--- src/logic/vfd_pkg.sv ---
package vfd_pkg;

  // ****************************************
  // address map
  // ****************************************
  localparam logic [7:0] BANK_PTR_ADDR = 8'h04;  // ram bank select pointer
  localparam logic [7:0] CTRL_ADDR     = 8'h28;  // display_control
  localparam logic [7:0] DMEM_FIRST    = 8'h40;  // first display byte
  localparam logic [7:0] DMEM_LAST     = 8'h55;  // last display byte
  localparam logic [7:0] DMEM_BANK     = 8'h01;  // bank holding the display bytes

  // ****************************************
  // display_control layout and resets
  // ****************************************
  localparam int         ARR_LSB    = 0;       // grid_segment_arrangement 2..0
  localparam int         UNUSED_BIT = 3;       // reads as zero
  localparam int         ENABLE_BIT = 4;       // display_drive_enable
  localparam int         DIM_LSB    = 5;       // dimming_pulse_width 7..5
  localparam logic [7:0] CTRL_WMASK = 8'hF7;   // keeps the unused bit clear
  localparam logic [7:0] CTRL_RESET = 8'h07;   // 11 grids, 1/16, disabled
  localparam logic [7:0] BANK_RESET = 8'h00;

  // ****************************************
  // scan geometry and clocking
  // ****************************************
  localparam int         GRIDS      = 11;      // grid_lines
  localparam int         SEGS       = 16;      // segment_lines
  localparam logic [3:0] LAST_PHASE = 4'hF;    // sixteen phases per grid slot
  localparam logic [1:0] SYS_DIV_LAST = 2'h3;  // system clock divided by 4

  typedef enum logic [2:0] {
    DISP_OFF  = 3'b001,
    DISP_RUN  = 3'b010,
    DISP_HALT = 3'b100
  } disp_state_e;

  // grids in use for an arrangement code: 4..11
  function automatic logic [3:0] grid_count(input logic [2:0] arr);
    grid_count = 4'(arr) + 4'h4;
  endfunction

  // mask of segments in use: 16 for codes 0..2, then 15 down to 11
  function automatic logic [15:0] seg_mask(input logic [2:0] arr);
    seg_mask = (arr <= 3'h2) ? 16'hFFFF : (16'hFFFF >> (arr - 3'h2));
  endfunction

  // on-time in sixteenths for a dimming code
  function automatic logic [4:0] dim_width(input logic [2:0] code);
    case (code)
      3'h0:    dim_width = 5'h01;
      3'h1:    dim_width = 5'h02;
      3'h2:    dim_width = 5'h04;
      3'h3:    dim_width = 5'h0A;
      3'h4:    dim_width = 5'h0B;
      3'h5:    dim_width = 5'h0C;
      3'h6:    dim_width = 5'h0D;
      default: dim_width = 5'h0E;
    endcase
  endfunction

endpackage

--- src/logic/vfd_display_driver.sv ---
`timescale 1ns/1ps
module vfd_display_driver
  import vfd_pkg::*;
(
  // clock and reset
  input  wire logic        MCLK,
  input  wire logic        NRST,
  // data memory access from the core
  input  wire logic [7:0]  ADDR,
  input  wire logic        WR_EN,
  input  wire logic        RD_EN,
  input  wire logic        INDIRECT,
  input  wire logic [7:0]  WDATA,
  output logic      [7:0]  RDATA,
  output logic             RDATA_VALID,
  output logic             GPR_SEL,
  // configuration options and system state
  input  wire logic        OPT_RTC_SRC,
  input  wire logic [2:0]  OPT_DIV_SEL,
  input  wire logic        OPT_HALT_ON,
  input  wire logic        RTC_OSC,
  input  wire logic        HALT,
  // tube drive
  output logic      [10:0] GRID_LINES,
  output logic      [15:0] SEGMENT_LINES
);

  // ****************************************
  // declarations
  // ****************************************
  logic [7:0]  ctrl_q, ctrl_d;         // display_control
  logic [7:0]  bank_q, bank_d;         // ram_bank_select
  logic        in_range;               // address inside 40H..55H
  logic        dmem_hit;               // access really reaches display bytes
  logic        dmem_we;                // display byte write
  logic [4:0]  dmem_idx;               // byte index 0..21
  logic [7:0]  dmem_rdata;             // registered cpu read of the memory
  logic [1:0]  rsrc_q, rsrc_d;         // read source: 0 none,1 ctrl,2 bank,3 mem
  logic        rpend_q, rpend_d;       // read answered next cycle
  logic        gpr_q, gpr_d;
  logic [7:0]  rdata_q, rdata_d;
  logic        rvalid_q, rvalid_d;
  logic        tick;                   // driver clock tick
  logic        forced_off;             // halt turns the tube off unless on rtc source with the keep option
  disp_state_e disp_q, disp_d;
  logic [3:0]  phase_q, phase_d;       // sixteenth within the grid slot
  logic [3:0]  grid_q, grid_d;         // grid being scanned
  logic [3:0]  gridp_q, gridp_d;       // grid aligned with scan_word
  logic        litp_q, litp_d;         // pulse on, aligned with scan_word
  logic [15:0] scan_word;
  logic [10:0] grid_out_q, grid_out_d;
  logic [15:0] seg_out_q, seg_out_d;

  // ****************************************
  // core access decode
  // ****************************************
  // only the second indirect pointer in bank one lands in display memory
  always_comb begin
    in_range = (ADDR >= DMEM_FIRST) && (ADDR <= DMEM_LAST);
    dmem_hit = in_range && INDIRECT && (bank_q == DMEM_BANK);
    dmem_we  = WR_EN && dmem_hit;
    dmem_idx = 5'(ADDR - DMEM_FIRST);
  end

  // register writes; control bit 3 is never stored
  always_comb begin
    ctrl_d = ctrl_q;
    bank_d = bank_q;
    if (WR_EN && ADDR == CTRL_ADDR) begin
      ctrl_d = WDATA & CTRL_WMASK;
    end
    if (WR_EN && ADDR == BANK_PTR_ADDR) begin
      bank_d = WDATA;
    end
  end

  // read pipeline: source noted at the request, data muxed one edge later
  always_comb begin
    rsrc_d  = 2'h0;
    rpend_d = RD_EN && !WR_EN && (dmem_hit || ADDR == CTRL_ADDR || ADDR == BANK_PTR_ADDR);
    if (ADDR == CTRL_ADDR) begin
      rsrc_d = 2'h1;
    end else if (ADDR == BANK_PTR_ADDR) begin
      rsrc_d = 2'h2;
    end else if (dmem_hit) begin
      rsrc_d = 2'h3;
    end
    // in-range access that misses the display goes to general memory
    gpr_d    = (RD_EN || WR_EN) && in_range && !dmem_hit;
    rvalid_d = rpend_q;
    case (rsrc_q)
      2'h1:    rdata_d = ctrl_q;
      2'h2:    rdata_d = bank_q;
      2'h3:    rdata_d = dmem_rdata;
      default: rdata_d = 8'h00;
    endcase
    if (!rpend_q) begin
      rdata_d = rdata_q;
    end
  end

  // access registers
  always_ff @(posedge MCLK) begin
    if (!NRST) begin
      ctrl_q   <= CTRL_RESET;
      bank_q   <= BANK_RESET;
      rsrc_q   <= 2'h0;
      rpend_q  <= 1'b0;
      gpr_q    <= 1'b0;
      rdata_q  <= 8'h00;
      rvalid_q <= 1'b0;
    end else begin
      ctrl_q   <= ctrl_d;
      bank_q   <= bank_d;
      rsrc_q   <= rsrc_d;
      rpend_q  <= rpend_d;
      gpr_q    <= gpr_d;
      rdata_q  <= rdata_d;
      rvalid_q <= rvalid_d;
    end
  end

  // ****************************************
  // memory and driver clock
  // ****************************************
  vfd_dmem u_dmem (
    .clk       (MCLK),
    .cpu_we    (dmem_we),
    .cpu_idx   (dmem_idx),
    .cpu_wdata (WDATA),
    .cpu_rdata (dmem_rdata),
    .scan_grid (grid_q),
    .scan_word (scan_word)
  );

  vfd_tick u_tick (
    .clk     (MCLK),
    .rst_n   (NRST),
    .rtc_src (OPT_RTC_SRC),
    .div_sel (OPT_DIV_SEL),
    .rtc_osc (RTC_OSC),
    .tick    (tick)
  );

  // ****************************************
  // scan state
  // ****************************************
  // the system/4 source dies in halt, so the tube is turned off regardless
  always_comb begin
    forced_off = HALT && (!OPT_RTC_SRC || !OPT_HALT_ON);
    disp_d     = DISP_RUN;
    if (!ctrl_q[ENABLE_BIT]) begin
      disp_d = DISP_OFF;
    end else if (forced_off) begin
      disp_d = DISP_HALT;
    end
  end

  // slot walk: sixteen ticks per grid, wrap at the last active grid
  always_comb begin
    phase_d = phase_q;
    grid_d  = grid_q;
    unique case (disp_q)
      DISP_RUN: begin
        if (tick) begin
          phase_d = phase_q + 4'h1;
          if (phase_q == LAST_PHASE) begin
            // a shrunk arrangement may leave grid_q past the end
            if (grid_q + 4'h1 >= grid_count(ctrl_q[ARR_LSB +: 3])) begin
              grid_d = 4'h0;
            end else begin
              grid_d = grid_q + 4'h1;
            end
          end
        end
      end
      DISP_OFF, DISP_HALT: begin
        phase_d = 4'h0;
        grid_d  = 4'h0;
      end
    endcase
    // stage that lines up with the one-cycle memory read
    gridp_d = grid_q;
    litp_d  = (disp_q == DISP_RUN)
              && ({1'b0, phase_q} < dim_width(ctrl_q[DIM_LSB +: 3]));
  end

  // tube outputs: every update follows the stored bytes with no cpu action
  always_comb begin
    grid_out_d = 11'h000;
    seg_out_d  = 16'h0000;
    if (litp_q && disp_q == DISP_RUN) begin
      grid_out_d = 11'(12'h001 << gridp_q);
      seg_out_d  = scan_word & seg_mask(ctrl_q[ARR_LSB +: 3]);
    end
  end

  // scan registers; off and halt clear outputs, memory untouched
  always_ff @(posedge MCLK) begin
    if (!NRST) begin
      disp_q     <= DISP_OFF;
      phase_q    <= 4'h0;
      grid_q     <= 4'h0;
      gridp_q    <= 4'h0;
      litp_q     <= 1'b0;
      grid_out_q <= 11'h000;
      seg_out_q  <= 16'h0000;
    end else begin
      disp_q     <= disp_d;
      phase_q    <= phase_d;
      grid_q     <= grid_d;
      gridp_q    <= gridp_d;
      litp_q     <= litp_d;
      grid_out_q <= grid_out_d;
      seg_out_q  <= seg_out_d;
    end
  end

  assign RDATA         = rdata_q;
  assign RDATA_VALID   = rvalid_q;
  assign GPR_SEL       = gpr_q;
  assign GRID_LINES    = grid_out_q;
  assign SEGMENT_LINES = seg_out_q;
endmodule

--- src/logic/vfd_dmem.sv ---
`timescale 1ns/1ps
// display memory: 11 grid words, each two bytes, cpu and scan ports
module vfd_dmem
  import vfd_pkg::*;
(
  // clock
  input  wire logic        clk,
  // cpu byte port
  input  wire logic        cpu_we,
  input  wire logic [4:0]  cpu_idx,
  input  wire logic [7:0]  cpu_wdata,
  output logic      [7:0]  cpu_rdata,
  // scan word port
  input  wire logic [3:0]  scan_grid,
  output logic      [15:0] scan_word
);

  logic [7:0] lo_mem [0:GRIDS-1];  // even bytes, segments 7..0
  logic [7:0] hi_mem [0:GRIDS-1];  // odd bytes, segments 15..8

  // contents survive any display disable; no reset on the array
  always_ff @(posedge clk) begin
    if (cpu_we && !cpu_idx[0]) begin
      lo_mem[cpu_idx[4:1]] <= cpu_wdata;
    end
    if (cpu_we && cpu_idx[0]) begin
      hi_mem[cpu_idx[4:1]] <= cpu_wdata;
    end
    cpu_rdata <= cpu_idx[0] ? hi_mem[cpu_idx[4:1]] : lo_mem[cpu_idx[4:1]];
    scan_word <= {hi_mem[scan_grid], lo_mem[scan_grid]};
  end

endmodule

--- src/logic/vfd_tick.sv ---
`timescale 1ns/1ps
// driver clock: rtc edge or system/4, then divided by 2^0..2^7
module vfd_tick
  import vfd_pkg::*;
(
  // clock and reset
  input  wire logic       clk,
  input  wire logic       rst_n,
  // option straps
  input  wire logic       rtc_src,
  input  wire logic [2:0] div_sel,
  input  wire logic       rtc_osc,
  // one-cycle driver tick
  output logic            tick
);

  logic [1:0] pre_q, pre_d;    // system clock /4 prescaler
  logic       rtc_q, rtc_d;    // last rtc level for edge detect
  logic [6:0] div_q, div_d;    // power-of-two divider
  logic       tick_q, tick_d;
  logic       src_tick;
  logic [6:0] mask;

  // source pick then divider; tick fires when the masked bits are all ones
  always_comb begin
    pre_d    = pre_q + 2'h1;
    rtc_d    = rtc_osc;
    src_tick = rtc_src ? (rtc_osc && !rtc_q) : (pre_q == SYS_DIV_LAST);
    mask     = 7'(8'hFF >> (4'h8 - {1'b0, div_sel}));
    div_d    = src_tick ? div_q + 7'h01 : div_q;
    tick_d   = src_tick && ((div_q & mask) == mask);
  end

  // registers
  always_ff @(posedge clk) begin
    if (!rst_n) begin
      pre_q  <= 2'h0;
      rtc_q  <= 1'b0;
      div_q  <= 7'h00;
      tick_q <= 1'b0;
    end else begin
      pre_q  <= pre_d;
      rtc_q  <= rtc_d;
      div_q  <= div_d;
      tick_q <= tick_d;
    end
  end

  assign tick = tick_q;

endmodule

--- config.mk ---
export PLATFORM = sky130hd
export DESIGN_NAME = vfd_display_driver
export DESIGN_NICKNAME = d
export VERILOG_FILES = /design/src/logic/vfd_pkg.sv /design/src/logic/vfd_display_driver.sv /design/src/logic/vfd_dmem.sv /design/src/logic/vfd_tick.sv
export SDC_FILE = /design/constraint.sdc
export NUM_CORES = 1
export LEC_CHECK = 0
export BUFFER_PORTS_ARGS = -buffer_cell sky130_fd_sc_hd__buf_2
export CORE_MARGIN = 1.5
export CORE_UTILIZATION = 57
export CTS_BUF_LIST = sky130_fd_sc_hd__clkbuf_8
export DETAILED_ROUTE_END_ITERATION = 7
export PLACE_DENSITY = 0.76
export SETUP_SLACK_MARGIN = 0.15
export SLEW_MARGIN = 40
export SYNTH_ARGS = -nofsm -noshare
export SYNTH_HDL_FRONTEND = slang
export SYNTH_HIERARCHICAL = 1
export SYNTH_SLANG_ARGS = --single-unit
--- constraint.sdc ---
create_clock -name MCLK -period 2.2 [get_ports MCLK]
set_input_delay 0.22 -clock MCLK [delete_from_list [all_inputs] [get_ports MCLK]]
set_output_delay 0.22 -clock MCLK [all_outputs]
set_load 0.01 [all_outputs]
## Word level (Yosys, flattened, before mapping)

Memory sizes are Yosys's and may differ from the RTL's. A register that Yosys moved wholly into a read port is not among the register bits.
Cells that the tools add are included.

| storage, ports and cells | value |
|---|---|
| bits in registers | 90 |
| memory bits (writable) | 176 |
| bits of input ports | 28 |
| output and inout bits | 37 |
| logic and storage cells | 113 |
| memories kept | 2 |

| cells by class | value |
|---|---|
| add/sub/neg operators | 8 |
| magnitude comparators | 5 |
| equal/unequal tests | 20 |
| shifts and indexed selects | 3 |
| mux-type cells | 19 |
| bitwise operators | 3 |
| reductions and logical operators | 33 |

Memories:

| memory | depth | bits a word | rd ports | clocked after Yosys merged registers in | wr ports | line | text |
|---|---|---|---|---|---|---|---|
| u_dmem.hi_mem | 11 | 8 | 2 | 1 | 1 | vfd_dmem.sv:19 | `logic [7:0] hi_mem [0:GRIDS-1];` |
| u_dmem.lo_mem | 11 | 8 | 2 | 1 | 1 | vfd_dmem.sv:18 | `logic [7:0] lo_mem [0:GRIDS-1];` |

Operators with widths:

| cell | number |
|---|---|
| $pmux W4 S7 | 1 |
| $pmux W8 S3 | 1 |
| $logic_and A1 B1 Y1 | 17 |
| $and A16 B16 Y16 | 1 |
| $mux W16 | 1 |
| $mux W4 | 4 |
| $pmux W4 S2 | 2 |
| $shr A16 B3 Y16 const A | 1 |
| $eq A3 B3 Y1 const B | 4 |
| $shl A1 B4 Y11 const A | 1 |
| $eq A3 B2 Y1 const B | 3 |
| $add A4 B1 Y4 const B | 2 |
| $eq A8 B1 Y1 const B | 1 |
| $eq A8 B3 Y1 const B | 1 |
| $eq A8 B6 Y1 const B | 1 |
| $ge A8 B7 Y1 const B | 1 |
| $le A8 B7 Y1 const B | 1 |
| $mux W8 | 1 |
| $shr A8 B4 Y7 const A | 1 |
| $add A7 B1 Y7 const B | 1 |
| $and A7 B7 Y7 | 1 |
| $eq A7 B7 Y1 | 1 |
| $eq A2 B2 Y1 const B | 3 |
| $eq A3 B1 Y1 const B | 2 |
| 21 further kinds | 38 |

## Logic depth before layout (Yosys ltp)

Gate-level depths: netlist (run 1).

| depth | value |
|---|---|
| depth in word-level cells | 8 |
| mapped depth | 8 |
| mapped depth without buffers | 8 |

## Hierarchy

The synthesis (run 1) kept the hierarchy.

Modules (own cells, without submodules):

| module | times used | cells each | area an instance (µm²) | seq. area each (µm²) |
|---|---|---|---|---|
| vfd_dmem | 1 | 490 | 8851.0 | 5765.5 |
| vfd_display_driver | 1 | 297 | 2954.1 | 1421.4 |
| vfd_tick | 1 | 68 | 605.6 | 220.2 |

## Least setup slack after synthesis (run 1)

OpenSTA, ideal clock, no wires.

| path | value |
|---|---|
| kind | register to register |
| start point | register bank_q[5] |
| end point | memory u_dmem.lo_mem[3][0] (enable) |
| setup time | 370 ps |
| arrival time | 2008 ps |
| data required time | 1830 ps |
| path slack | -178 ps |
| stages on the path, launching flop included | 9 |
| path buffers | 0 |
| period minus slack after synthesis | 2378 ps |
| cell sequence | dfxtp_1 > nor4b_1 > nand3b_1 > nor4_1 > nor2b_1 > and2_1 > nor2b_1 > nand2_1 > nor2_1 |

| on the way | value |
|---|---|
| word-level cells in the longest chain between the ends | 6 |

RTL lines:

| element | line | text |
|---|---|---|
| start, declared | vfd_display_driver.sv:32 | `logic [7:0] bank_q, bank_d;` |
| start signal, assigned | vfd_display_driver.sv:114 | `bank_q <= bank_d;` |
| $eq A8 B1 Y1 | vfd_display_driver.sv:60 | `dmem_hit = in_range && INDIRECT && (bank_q == DMEM_BANK);` |
| $logic_and A1 B1 Y1 | vfd_display_driver.sv:60 |  |
| $logic_and A1 B1 Y1 | vfd_display_driver.sv:61 | `dmem_we = WR_EN && dmem_hit;` |
| net dmem_we | vfd_display_driver.sv:35 | `logic dmem_we;` |
| $logic_and A1 B1 Y1 | vfd_dmem.sv:23 | `if (cpu_we && !cpu_idx[0]) begin` |
| $mux W1 | vfd_dmem.sv:23 |  |
| $mux W1 (implied by the code) | vfd_dmem.sv:24 | `lo_mem[cpu_idx[4:1]] <= cpu_wdata;` |
| end, declared | vfd_dmem.sv:18 |  |

The timed path passes the listed nets, and every way through them passes these cells.

## Final worst setup path (run 1)

| path | value |
|---|---|
| start point | register bank_q[5] |
| end point | memory u_dmem.lo_mem[6][5] (enable) |

Same word-level chain as after synthesis.

==> flow_summary.json, run 1 <==
{
  "syn_area_mm2": 0.0124,
  "min_period_ns": 2.29,
  "p_total_w": 0.0105,
  "cp_cell_sequence": "nor4b_4 -> nand3b_1 -> nor4_4 -> nor2b_4 -> and2_4 -> nor2b_4 -> nand2_4 -> nor2_4",
  "globalplace.congestion": 0.840,
  "die_y_um": 151,
  "cellInternalPower_w": 0.00819,
  "violations": "negative setup slack",
  "synth_cell_type_count": 61,
  "row_count": 53,
  "final_area_mm2": 0.0144,
  "p_switching_w": 0.00231,
  "dp_cells": 1185,
  "min-delay-start": "WR_EN",
  "timing.final.crit_share_pct": 104,
  "critPathSlowestCell": "dfxtp_2",
  "rsz0062_at_grt": "true",
  "ys_seq_area_share_pct": 59.7,
  "rrSetupSlack_ns": -0.09,
  "vdd_drop_max_v": 0.000374,
  "leakage_nw": 5.23,
  "cts_buffer_depth": 3,
  "layout_common_cells": "edfxtp_1, dfxtp_1, nand2_1",
  "antenna_found_initial": 0,
  "cts_root_buf": "clkbuf_8",
  "synth_cells": 855,
  "wirelength_um": 29800,
  "io_buffers": 64,
  "clock_sinks": 282,
  "avgViaCountPerCell": 6.22,
  "finClkSkew_ns": 0.0156,
  "worst_skew_pair.late_latency_ns": 0.57,
  "wire_per_inst_um": 23.3,
  "hold_path_end": "rpend_q",
  "cts_tree": "done",
  "grt_pass1_wl_um": 44400,
  "grt-ovfl-total": 0,
  "dpl-instance-area_mm2": 0.0133,
  "layout_commonest_cell": "edfxtp_1",
  "required_ns": 2.44,
  "cp_data_arrival_time_ns": 2.53,
  "comb_power_share_pct": 4.2,
  "io_pins": 65,
  "start_kind": "flip-flop",
  "slew-limit-headroom_pct": 53.1,
  "crit_type": "flip-flop to flip-flop",
  "drt-initial-drc-count": 752,
  "hpwl_um": 19200,
  "crit_top_cell": "nor2b_4",
  "finalWorstSetupSlack_ns": -0.0934,
  "finalSetupTns_ns": -4.90,
  "holdPathStages": 3,
  "syn2layout_area_growth_pct": 16.2,
  "drv_slew": 0,
  "setup_violations": 101,
  "ff2ff_path_depth": 8,
  "final_util_pct": 68.0,
  "grt_max_degree": 49,
  "reg2reg_from": "bank_q[5]",
  "avgSynthCellArea_um2": 14.5,
  "tightest_slew_ns": 0.696,
  "path_max_fanout": 8,
  "power.density_mw_per_mm2": 728,
  "final_hold_viol_count": 0,
  "hold_path_class": "primary input to flip-flop",
  "cts_buffers": 44,
  "track_usage_pct": 26.9,
  "synth-seq-cells": 282,
  "drv_cap": 0,
  "antenna_cells": 0,
  "h-tree-depth": 2,
  "drc_errors": 0,
  "clkPwrFrac_pct": 42.1,
  "clkTransAtPathRegs_ns": 0.06,
  "async_flop_share_pct": 0,
  "rr_endpoint": "u_dmem/lo_mem[6][5]",
  "p_seq_share_pct": 53.8,
  "grt_pass1_vias": 7615,
  "dr.pass1.iters": 5,
  "drive_gt1_share_pct": 30.3,
  "end_kind": "flip-flop",
  "die_w_um": 151,
  "route.vias.total": 7949,
  "synth_nets": 901,
  "synth-main-ff-cell": "edfxtp_1",
  "switching_share_pct": 22.0,
  "slowest_delay_ns": 0.33,
  "finalNonFillerCells": 1279,
  "nets": 1015,
  "max_freq_ghz": 0.436,
  "status": "finished with violations",
  "core_mm2": 0.0212,
  "yosysWarningCount": 6,
  "final_antenna_net_count": 0,
  "initial_core_util_pct": 58.5,
  "synth-edff-count": 176,
  "dieArea_mm2": 0.0227
}
[routing by layer]
layer	routed length, um	share of wire [%]	global-route usage, %	vias up
met2	13900	47	42.2	447
li1	-	-	-	3509
met4	676	2.3	8.09	0
met1	12100	41	37.1	3933
met3	3140	11	6.85	60
met5	0	0	0	-
[cells in the mapped netlist, drive strengths merged (2+ instances only)]
library cell | instances | area (um^2)
o21a | 6 | 45.0
and2 | 21 | 131
a21o | 2 | 15.0
nor2b | 23 | 144
nor4 | 2 | 27.5
mux2i | 53 | 531
and3 | 3 | 18.8
nor2 | 56 | 218
a211oi | 2 | 20.0
o311a | 2 | 20.0
inv | 10 | 37.5
a21oi | 13 | 65.1
nor3b | 4 | 35.0
o22ai | 18 | 113
xnor2 | 3 | 26.3
nand4 | 4 | 25.0
mux2 | 29 | 327
o21ai | 40 | 200
buf | 26 | 198
xor2 | 4 | 35.0
a22oi | 7 | 52.6
nand3 | 9 | 50.1
ha | 18 | 225
and3b | 2 | 17.5
dfxtp | 106 | 2120
nand3b | 6 | 48.8
a21boi | 4 | 30.0
or2 | 2 | 12.5
nand2b | 11 | 68.8
mux4 | 72 | 1680
edfxtp | 176 | 5290
nand2 | 74 | 285
clkbuf | 20 | 82.6
o211a | 8 | 80.1
nor3 | 7 | 35.0
[logic make-up (layout without fill, tap and decap cells)]
| logic type | count (synthesis) | after routing | share of synthesized area (%) |
|---|---|---|---|
| mux | 154 | 154 | 20.4 |
| simple gates | 229 | 229 | 9.37 |
| fa+ha+maj | 18 | 18 | 1.81 |
| compound gates | 108 | 108 | 5.58 |
| flops | 282 | 282 | 59.7 |
| xor+xnor | 7 | 7 | 0.494 |
| buf+inv | 57 | 206 | 2.63 |
[worst max path at each step]
stage / from / endpoint / slack (ns) / cells after the start
CTS: bank_q[5] / u_dmem/lo_mem[8][1] / -0.05 / 8
finish: bank_q[5] / u_dmem/lo_mem[6][5] / -0.09 / 8
global route: bank_q[5] / u_dmem/lo_mem[0][1] / -0.19 / 8
global placement: bank_q[5] / u_dmem/lo_mem[8][4] / -0.03 / 8
detailed placement: bank_q[5] / u_dmem/hi_mem[1][3] / -0.07 / 9
floorplan: ADDR[2] / u_dmem/hi_mem[0][0] / 0.09 / 7
[power by group through the flow]
stage | clock, W | combinational [W] | sequential, W
4_1_cts | 0.00447 | 0.000432 | 0.00564
2_1_floorplan | 0 | 0.000251 | 0.00575
5_1_grt | 0.00470 | 0.000468 | 0.00564
3_3_place_gp | 0 | 0.000417 | 0.00576
6_report | 0.00442 | 0.000438 | 0.00564
3_5_place_dp | 0 | 0.000420 | 0.00576
[state kept, by name (all words and copies together) (netlist names), 2 cells and up]
register and flops:
RDATA 8, u_tick/div_q 7, u_tick/pre_q 2, u_dmem/cpu_rdata 8, phase_q 4, SEGMENT_LINES 16, u_dmem/lo_mem 88, bank_q 8
disp_q 3, u_dmem/hi_mem 88, GRID_LINES 11, gridp_q 4, rsrc_q 2, ctrl_q 7, grid_q 4, u_dmem/scan_word 16
[area by class of cell]
cell class	count	area [um^2]
well taps	275	344
repair buffers	115	822
clock inverters	26	148
inverters	10	37.5
flip-flops and latches	282	7410
multi-input cells	516	4900
fillers	1437	6790
clock buffers	55	757
[worst max-delay path, delay by kind of cell, from the launching register on]
kind / cells / cell delay (ns)
flip-flops: 1 / 0.33
AND/OR/NAND/NOR: 8 / 1.62
[metrics by stage]
| stage | hold WS [ns] | setup WS [ns] |
|---|---|---|
| floorplan | 0.310 | 0.0897 |
| global placement | 0.405 | -0.0291 |
| detailed placement | 0.410 | -0.0700 |
| CTS | 0.00147 | -0.0478 |
| global route | 0.0488 | -0.186 |
| finish | 0.0420 | -0.0934 |
[what timing repair did]
item / 4_1_cts / 5_1_grt
hold endpoints to repair: 8 / 0
endpoints found under the setup margin: 177 / 179
hold buffers: 7 / 0
cloned: 0 / 1
pin swaps: 5 / 6
setup buffers: 2 / 3
gates resized for setup: 6 / 20
Power figures use the tool's default switching activity.
==> run 2: changes to the inputs <==
- CORE_MARGIN: 1.5 -> 5
==> run 2 against run 1 <==
Against the previous run: the run still ends with negative setup slack left; sequential share of layout area about the same; flip-flop and latch count did not move; wire length rose by 0.25%; total power decreased by 1.7%; worst hold slack better by 0.00089 ns; clock power is 4% lower; clock skew is 0.0046 ns higher; critical path type unchanged; largest cell class unchanged.
==> flow_summary.json, run 2 (synthesized netlist as in run 1, its figures left out) <==
{
  "die_w_um": 158,
  "cts_buffers": 47,
  "critical-path-top-delay-family": "simple AND/OR/NAND/NOR gates",
  "wirelength_um": 29800,
  "layout_common_cells": "edfxtp_1, dfxtp_1, nand2_1",
  "initial_core_util_pct": 57.4,
  "grt_pass1_wl_um": 45200,
  "die_y_um": 158,
  "leakage_nw": 5.23,
  "track_usage_pct": 24.4,
  "vdd_drop_max_v": 0.000454,
  "area.sequential_mm2": 0.00741,
  "required_ns": 2.42,
  "start_kind": "flip-flop",
  "cts_tree": "done",
  "finalWorstSetupSlack_ns": -0.104,
  "final_hold_viol_count": 0,
  "slowest_delay_ns": 0.33,
  "antenna_found_initial": 2,
  "row_count": 54,
  "core_mm2": 0.0216,
  "dieArea_mm2": 0.0248,
  "drive_gt1_share_pct": 30.5,
  "dpl-instance-area_mm2": 0.0133,
  "crit_top_cell": "nor2b_4",
  "setup_violations": 131,
  "drc_errors": 0,
  "wire_per_inst_um": 23.2,
  "multi_input_area_mm2": 0.00496,
  "drt-initial-drc-count": 798,
  "finalNonFillerCells": 1288,
  "grt-ovfl-total": 0,
  "drv_cap": 0,
  "fill_cells": 1510,
  "grt_max_degree": 67,
  "h-tree-depth": 2,
  "clkTransAtPathRegs_ns": 0.06,
  "globalplace.congestion": 0.875,
  "grt_pass1_vias": 7835,
  "avgViaCountPerCell": 6.10,
  "end_kind": "flip-flop",
  "hold_ws_ns": 0.0429,
  "rsz0062_at_grt": "true",
  "dp_cells": 1191,
  "hold_path_class": "primary input to flip-flop",
  "cts_buffer_depth": 3,
  "crit_type": "flip-flop to flip-flop",
  "io_pins": 65,
  "finalSetupTns_ns": -6.58,
  "final_area_mm2": 0.0144,
  "cp_cell_sequence": "nor4b_4 -> nand3b_1 -> nor4_4 -> nor2b_4 -> and2_4 -> nor2b_4 -> nand2_4 -> nor2_4",
  "cts_root_buf": "clkbuf_8",
  "nets": 1015,
  "critPathSlowestCell": "dfxtp_2",
  "critPathBufInv": 0,
  "hpwl_um": 19900,
  "worst_skew_pair.late_latency_ns": 0.55,
  "max_freq_ghz": 0.434,
  "timing.final.crit_share_pct": 105,
  "syn2layout_area_growth_pct": 16.3,
  "tightest_slew_ns": 0.603,
  "violations": "negative setup slack",
  "cp_data_arrival_time_ns": 2.53,
  "min_period_ns": 2.30,
  "final_util_pct": 66.8,
  "drv_slew": 0,
  "finClkSkew_ns": 0.0202,
  "layout_commonest_cell": "edfxtp_1",
  "power.density_mw_per_mm2": 715,
  "status": "finished with violations",
  "slew-limit-headroom_pct": 59.8,
  "dr.pass1.iters": 5,
  "route.vias.total": 7852,
  "path_max_fanout": 8,
  "io_buffers": 64,
  "final_antenna_net_count": 0,
  "clock_sinks": 282
}
-- run 2: cell count changes in the layout (fill, tap and decap cells not counted), sizes merged --
cell and change:
buf -1, clkinvlp -1, clkinv +7, bufinv -1
dlygate4sd3 -1, diode +1, inv +3, clkbuf -3
-- run 2: final timing paths --
| check | from | end | slack, ns | cells past startpoint |
|---|---|---|---|---|
| setup / recovery | bank_q[5] | u_dmem/lo_mem[6][2] | -0.10 | 8 |
| hold / removal | WR_EN | rpend_q | 0.04 | 3 |
| setup reg to reg | bank_q[5] | u_dmem/lo_mem[6][2] | -0.10 | 8 |
| hold reg to reg | u_tick/pre_q[0] | u_tick/pre_q[0] | 0.42 | 1 |
-- run 2: what timing repair did --
item / 4_1_cts / 5_1_grt
setup endpoints to repair: 167 / 181
hold buffers: 6 / 0
pin swaps: 4 / 5
buffers inserted: 1 / 2
gates resized for setup: 4 / 40
endpoints found under the hold margin: 7 / 0
-- run 2: metal layers --
metal  wire length (um)  track usage (%)
met1              12100             32.4
met2              14200             39.1
met3               2370             6.05
met4               1130             9.38
met5                 13                0
-- run 2: per-stage QoR --
stage | setup slack (ns) | total power [W]
after floorplan | 0.0897 | 0.00600
after global placement | -0.0790 | 0.00618
after detailed placement | -0.101 | 0.00618
after CTS | -0.0818 | 0.0104
after global routing | -0.169 | 0.0107
final | -0.104 | 0.0103
-- run 2: worst reg2reg max path, stage by stage (launching register included) --
cell and delay (ns):
dfxtp_2 0.33, nor4b_4 0.26, nand3b_1 0.14, nor4_4 0.20, nor2b_4 0.20, and2_4 0.16, nor2b_4 0.27, nand2_4 0.15
nor2_4 0.28
-- run 2: power breakdown --
| group | switching (W) | internal, W | total, W |
|---|---|---|---|
| registers | 0.0000105 | 0.00563 | 0.00564 |
| clock network | 0.00201 | 0.00221 | 0.00423 |
| logic | 0.000271 | 0.000176 | 0.000447 |
-- run 2: area by class of cell --
type,count,share of cell area [%]
diodes,1,0.0173
clock buffers,53,5.05
clock inverters,34,1.04
inverters,10,0.260
multi-input cells,516,34.4
flip-flops and latches,282,51.4
well taps,280,2.43
repair buffers,112,5.45
==> run 3: changes to the inputs <==
- CELL_PAD_IN_SITES_DETAIL_PLACEMENT: default -> 2
- CELL_PAD_IN_SITES_GLOBAL_PLACEMENT: default -> 2
- CORE_UTILIZATION: 57 -> 42
- PLACE_DENSITY: 0.76 -> 0.77
==> run 3 against run 2 <==
Against the previous run: the run still ends with negative setup slack left; final cell count is 9.6% higher; wire length is 33% higher; clock-buffer cell count is 4 higher; clock power is 7.6% higher; worst setup slack worse by 0.091 ns; total power is 3.4% higher; flip-flop and latch count stayed put; worst hold slack worse by 0.0080 ns; clock skew hardly changed; die area is 33% higher; critical path depth stayed put; register-to-register slack worse by 0.09 ns; critical endpoint is now u_dmem/lo_mem[2][2]; largest power group unchanged; highest routed layer unchanged.
==> flow_summary.json, run 3 (synthesized netlist as in run 1, its figures left out) <==
{
  "status": "finished with violations",
  "violations": "negative setup slack",
  "die_w_um": 182,
  "cts_buffer_depth": 3,
  "wirelength_um": 39700,
  "final_antenna_net_count": 0,
  "final_hold_viol_count": 0,
  "hold_path_end": "rpend_q",
  "cts_tree": "done",
  "slew-limit-headroom_pct": 46.4,
  "wl_met3_um": 2630,
  "io_pins": 65,
  "layout_commonest_cell": "edfxtp_1",
  "rrSetupSlack_ns": -0.20,
  "syn2layout_area_growth_pct": 18.5,
  "required_ns": 2.42,
  "nets": 1030,
  "worst_skew_pair.late_latency_ns": 0.56,
  "cts_buffers": 49,
  "initial_core_util_pct": 42.2,
  "crit_type": "flip-flop to flip-flop",
  "avgViaCountPerCell": 5.87,
  "finalNonFillerCells": 1412,
  "dr.pass1.iters": 4,
  "track_usage_pct": 23.8,
  "io_buffers": 64,
  "hpwl_um": 26700,
  "reg2reg_from": "bank_q[5]",
  "row_count": 63,
  "wl_met1_um": 16300,
  "holdPathStages": 4,
  "drc_errors": 0,
  "layout_common_cells": "edfxtp_1, dfxtp_1, nand2_1",
  "max_freq_ghz": 0.417,
  "clock_sinks": 282,
  "globalplace.congestion": 0.798,
  "core_mm2": 0.0294,
  "ff2ff_path_depth": 8,
  "grt_pass1_wl_um": 59700,
  "min_period_ns": 2.40,
  "rr_endpoint": "u_dmem/lo_mem[2][2]",
  "drv_cap": 0,
  "antenna_found_initial": 2,
  "clkTransAtPathRegs_ns": 0.06,
  "grt-ovfl-total": 0,
  "grt_pass1_vias": 9312,
  "timing.final.crit_share_pct": 109,
  "finalWorstSetupSlack_ns": -0.195,
  "hold_ws_ns": 0.0350,
  "setup_violations": 167,
  "start_kind": "flip-flop",
  "tightest_slew_ns": 0.796,
  "leakage_nw": 5.34,
  "hold_path_class": "primary input to flip-flop",
  "rsz0062_at_grt": "true",
  "dr_wl_met2_um": 19600,
  "power.density_mw_per_mm2": 725,
  "path_max_fanout": 8,
  "p_total_w": 0.0107,
  "h-tree-depth": 2,
  "dieArea_mm2": 0.0331,
  "end_kind": "flip-flop",
  "cts_root_buf": "clkbuf_8",
  "die_y_um": 182,
  "dp_cells": 1309,
  "route.vias.total": 8284,
  "finClkSkew_ns": 0.0198,
  "grt_max_degree": 66,
  "drive_gt1_share_pct": 31.1,
  "cp_data_arrival_time_ns": 2.62,
  "dp_worst_setup_slack_ns": -0.184,
  "drt-initial-drc-count": 553,
  "wire_per_inst_um": 28.1,
  "vdd_drop_max_v": 0.000327,
  "top_layer_used": "met5",
  "drv_slew": 0,
  "min-delay-start": "RD_EN"
}
run 3: layer usage:
metal	global-route usage, %	vias up
met1	30.9	4342
met5	0	-
met3	5.33	82
met2	40.2	324
li1	-	3534
met4	7.11	2
run 3: through the flow:
stage / utilization (%) / TNS (ns) / area (um^2)
after floorplan: - / 0 / 12600
after global placement: 45.9 / -5.37 / 13500
after detailed placement: 45.9 / -19.46 / 13500
after CTS: 49.7 / -16.80 / 14600
after global routing: 50.0 / -36.11 / 14700
final: 50.0 / -21.31 / 14700
run 3: power by group:
part	internal, W	switching, W
Sequential	0.00563	0.0000124
Clock	0.00246	0.00210
Combinational	0.000171	0.000299
run 3: how the worst max path moves through the flow:
stage	start	endpoint	slack [ns]	cells past startpoint
global placement	bank_q[5]	u_dmem/lo_mem[9][7]	-0.10	8
CTS	bank_q[5]	u_dmem/lo_mem[3][5]	-0.17	8
finish	bank_q[5]	u_dmem/lo_mem[2][2]	-0.20	8
global route	bank_q[5]	u_dmem/lo_mem[2][6]	-0.27	8
floorplan	ADDR[2]	u_dmem/hi_mem[0][0]	0.09	7
detailed placement	bank_q[5]	u_dmem/lo_mem[9][0]	-0.18	8
run 3: critical path, cell delays in order (launching register included):
cell	delay, ns
dfxtp_2	0.34
nor4b_4	0.30
nand3b_1	0.14
nor4_2	0.20
nor2b_4	0.20
and2_4	0.16
nor2b_4	0.30
nand2_4	0.16
nor2_4	0.26
run 3: what timing repair did:
| item | 4_1_cts | 5_1_grt |
|---|---|---|
| setup buffers | 8 | 2 |
| setup endpoints to repair | 177 | 182 |
| endpoints found under the hold margin | 3 | 0 |
| hold buffers | 4 | 0 |
| pin swaps | 7 | 7 |
| gates resized for setup | 13 | 17 |
run 3: cell type report:
class | instances | area [um^2]
Sequential cell | 282 | 7410
Antenna cell | 1 | 2.50
Inverter | 10 | 37.5
Clock inverter | 31 | 148
Timing Repair Buffer | 125 | 946
Fill cell | 2750 | 14700
Tap cell | 390 | 488
Clock buffer | 57 | 785
Multi-Input combinational cell | 516 | 4890
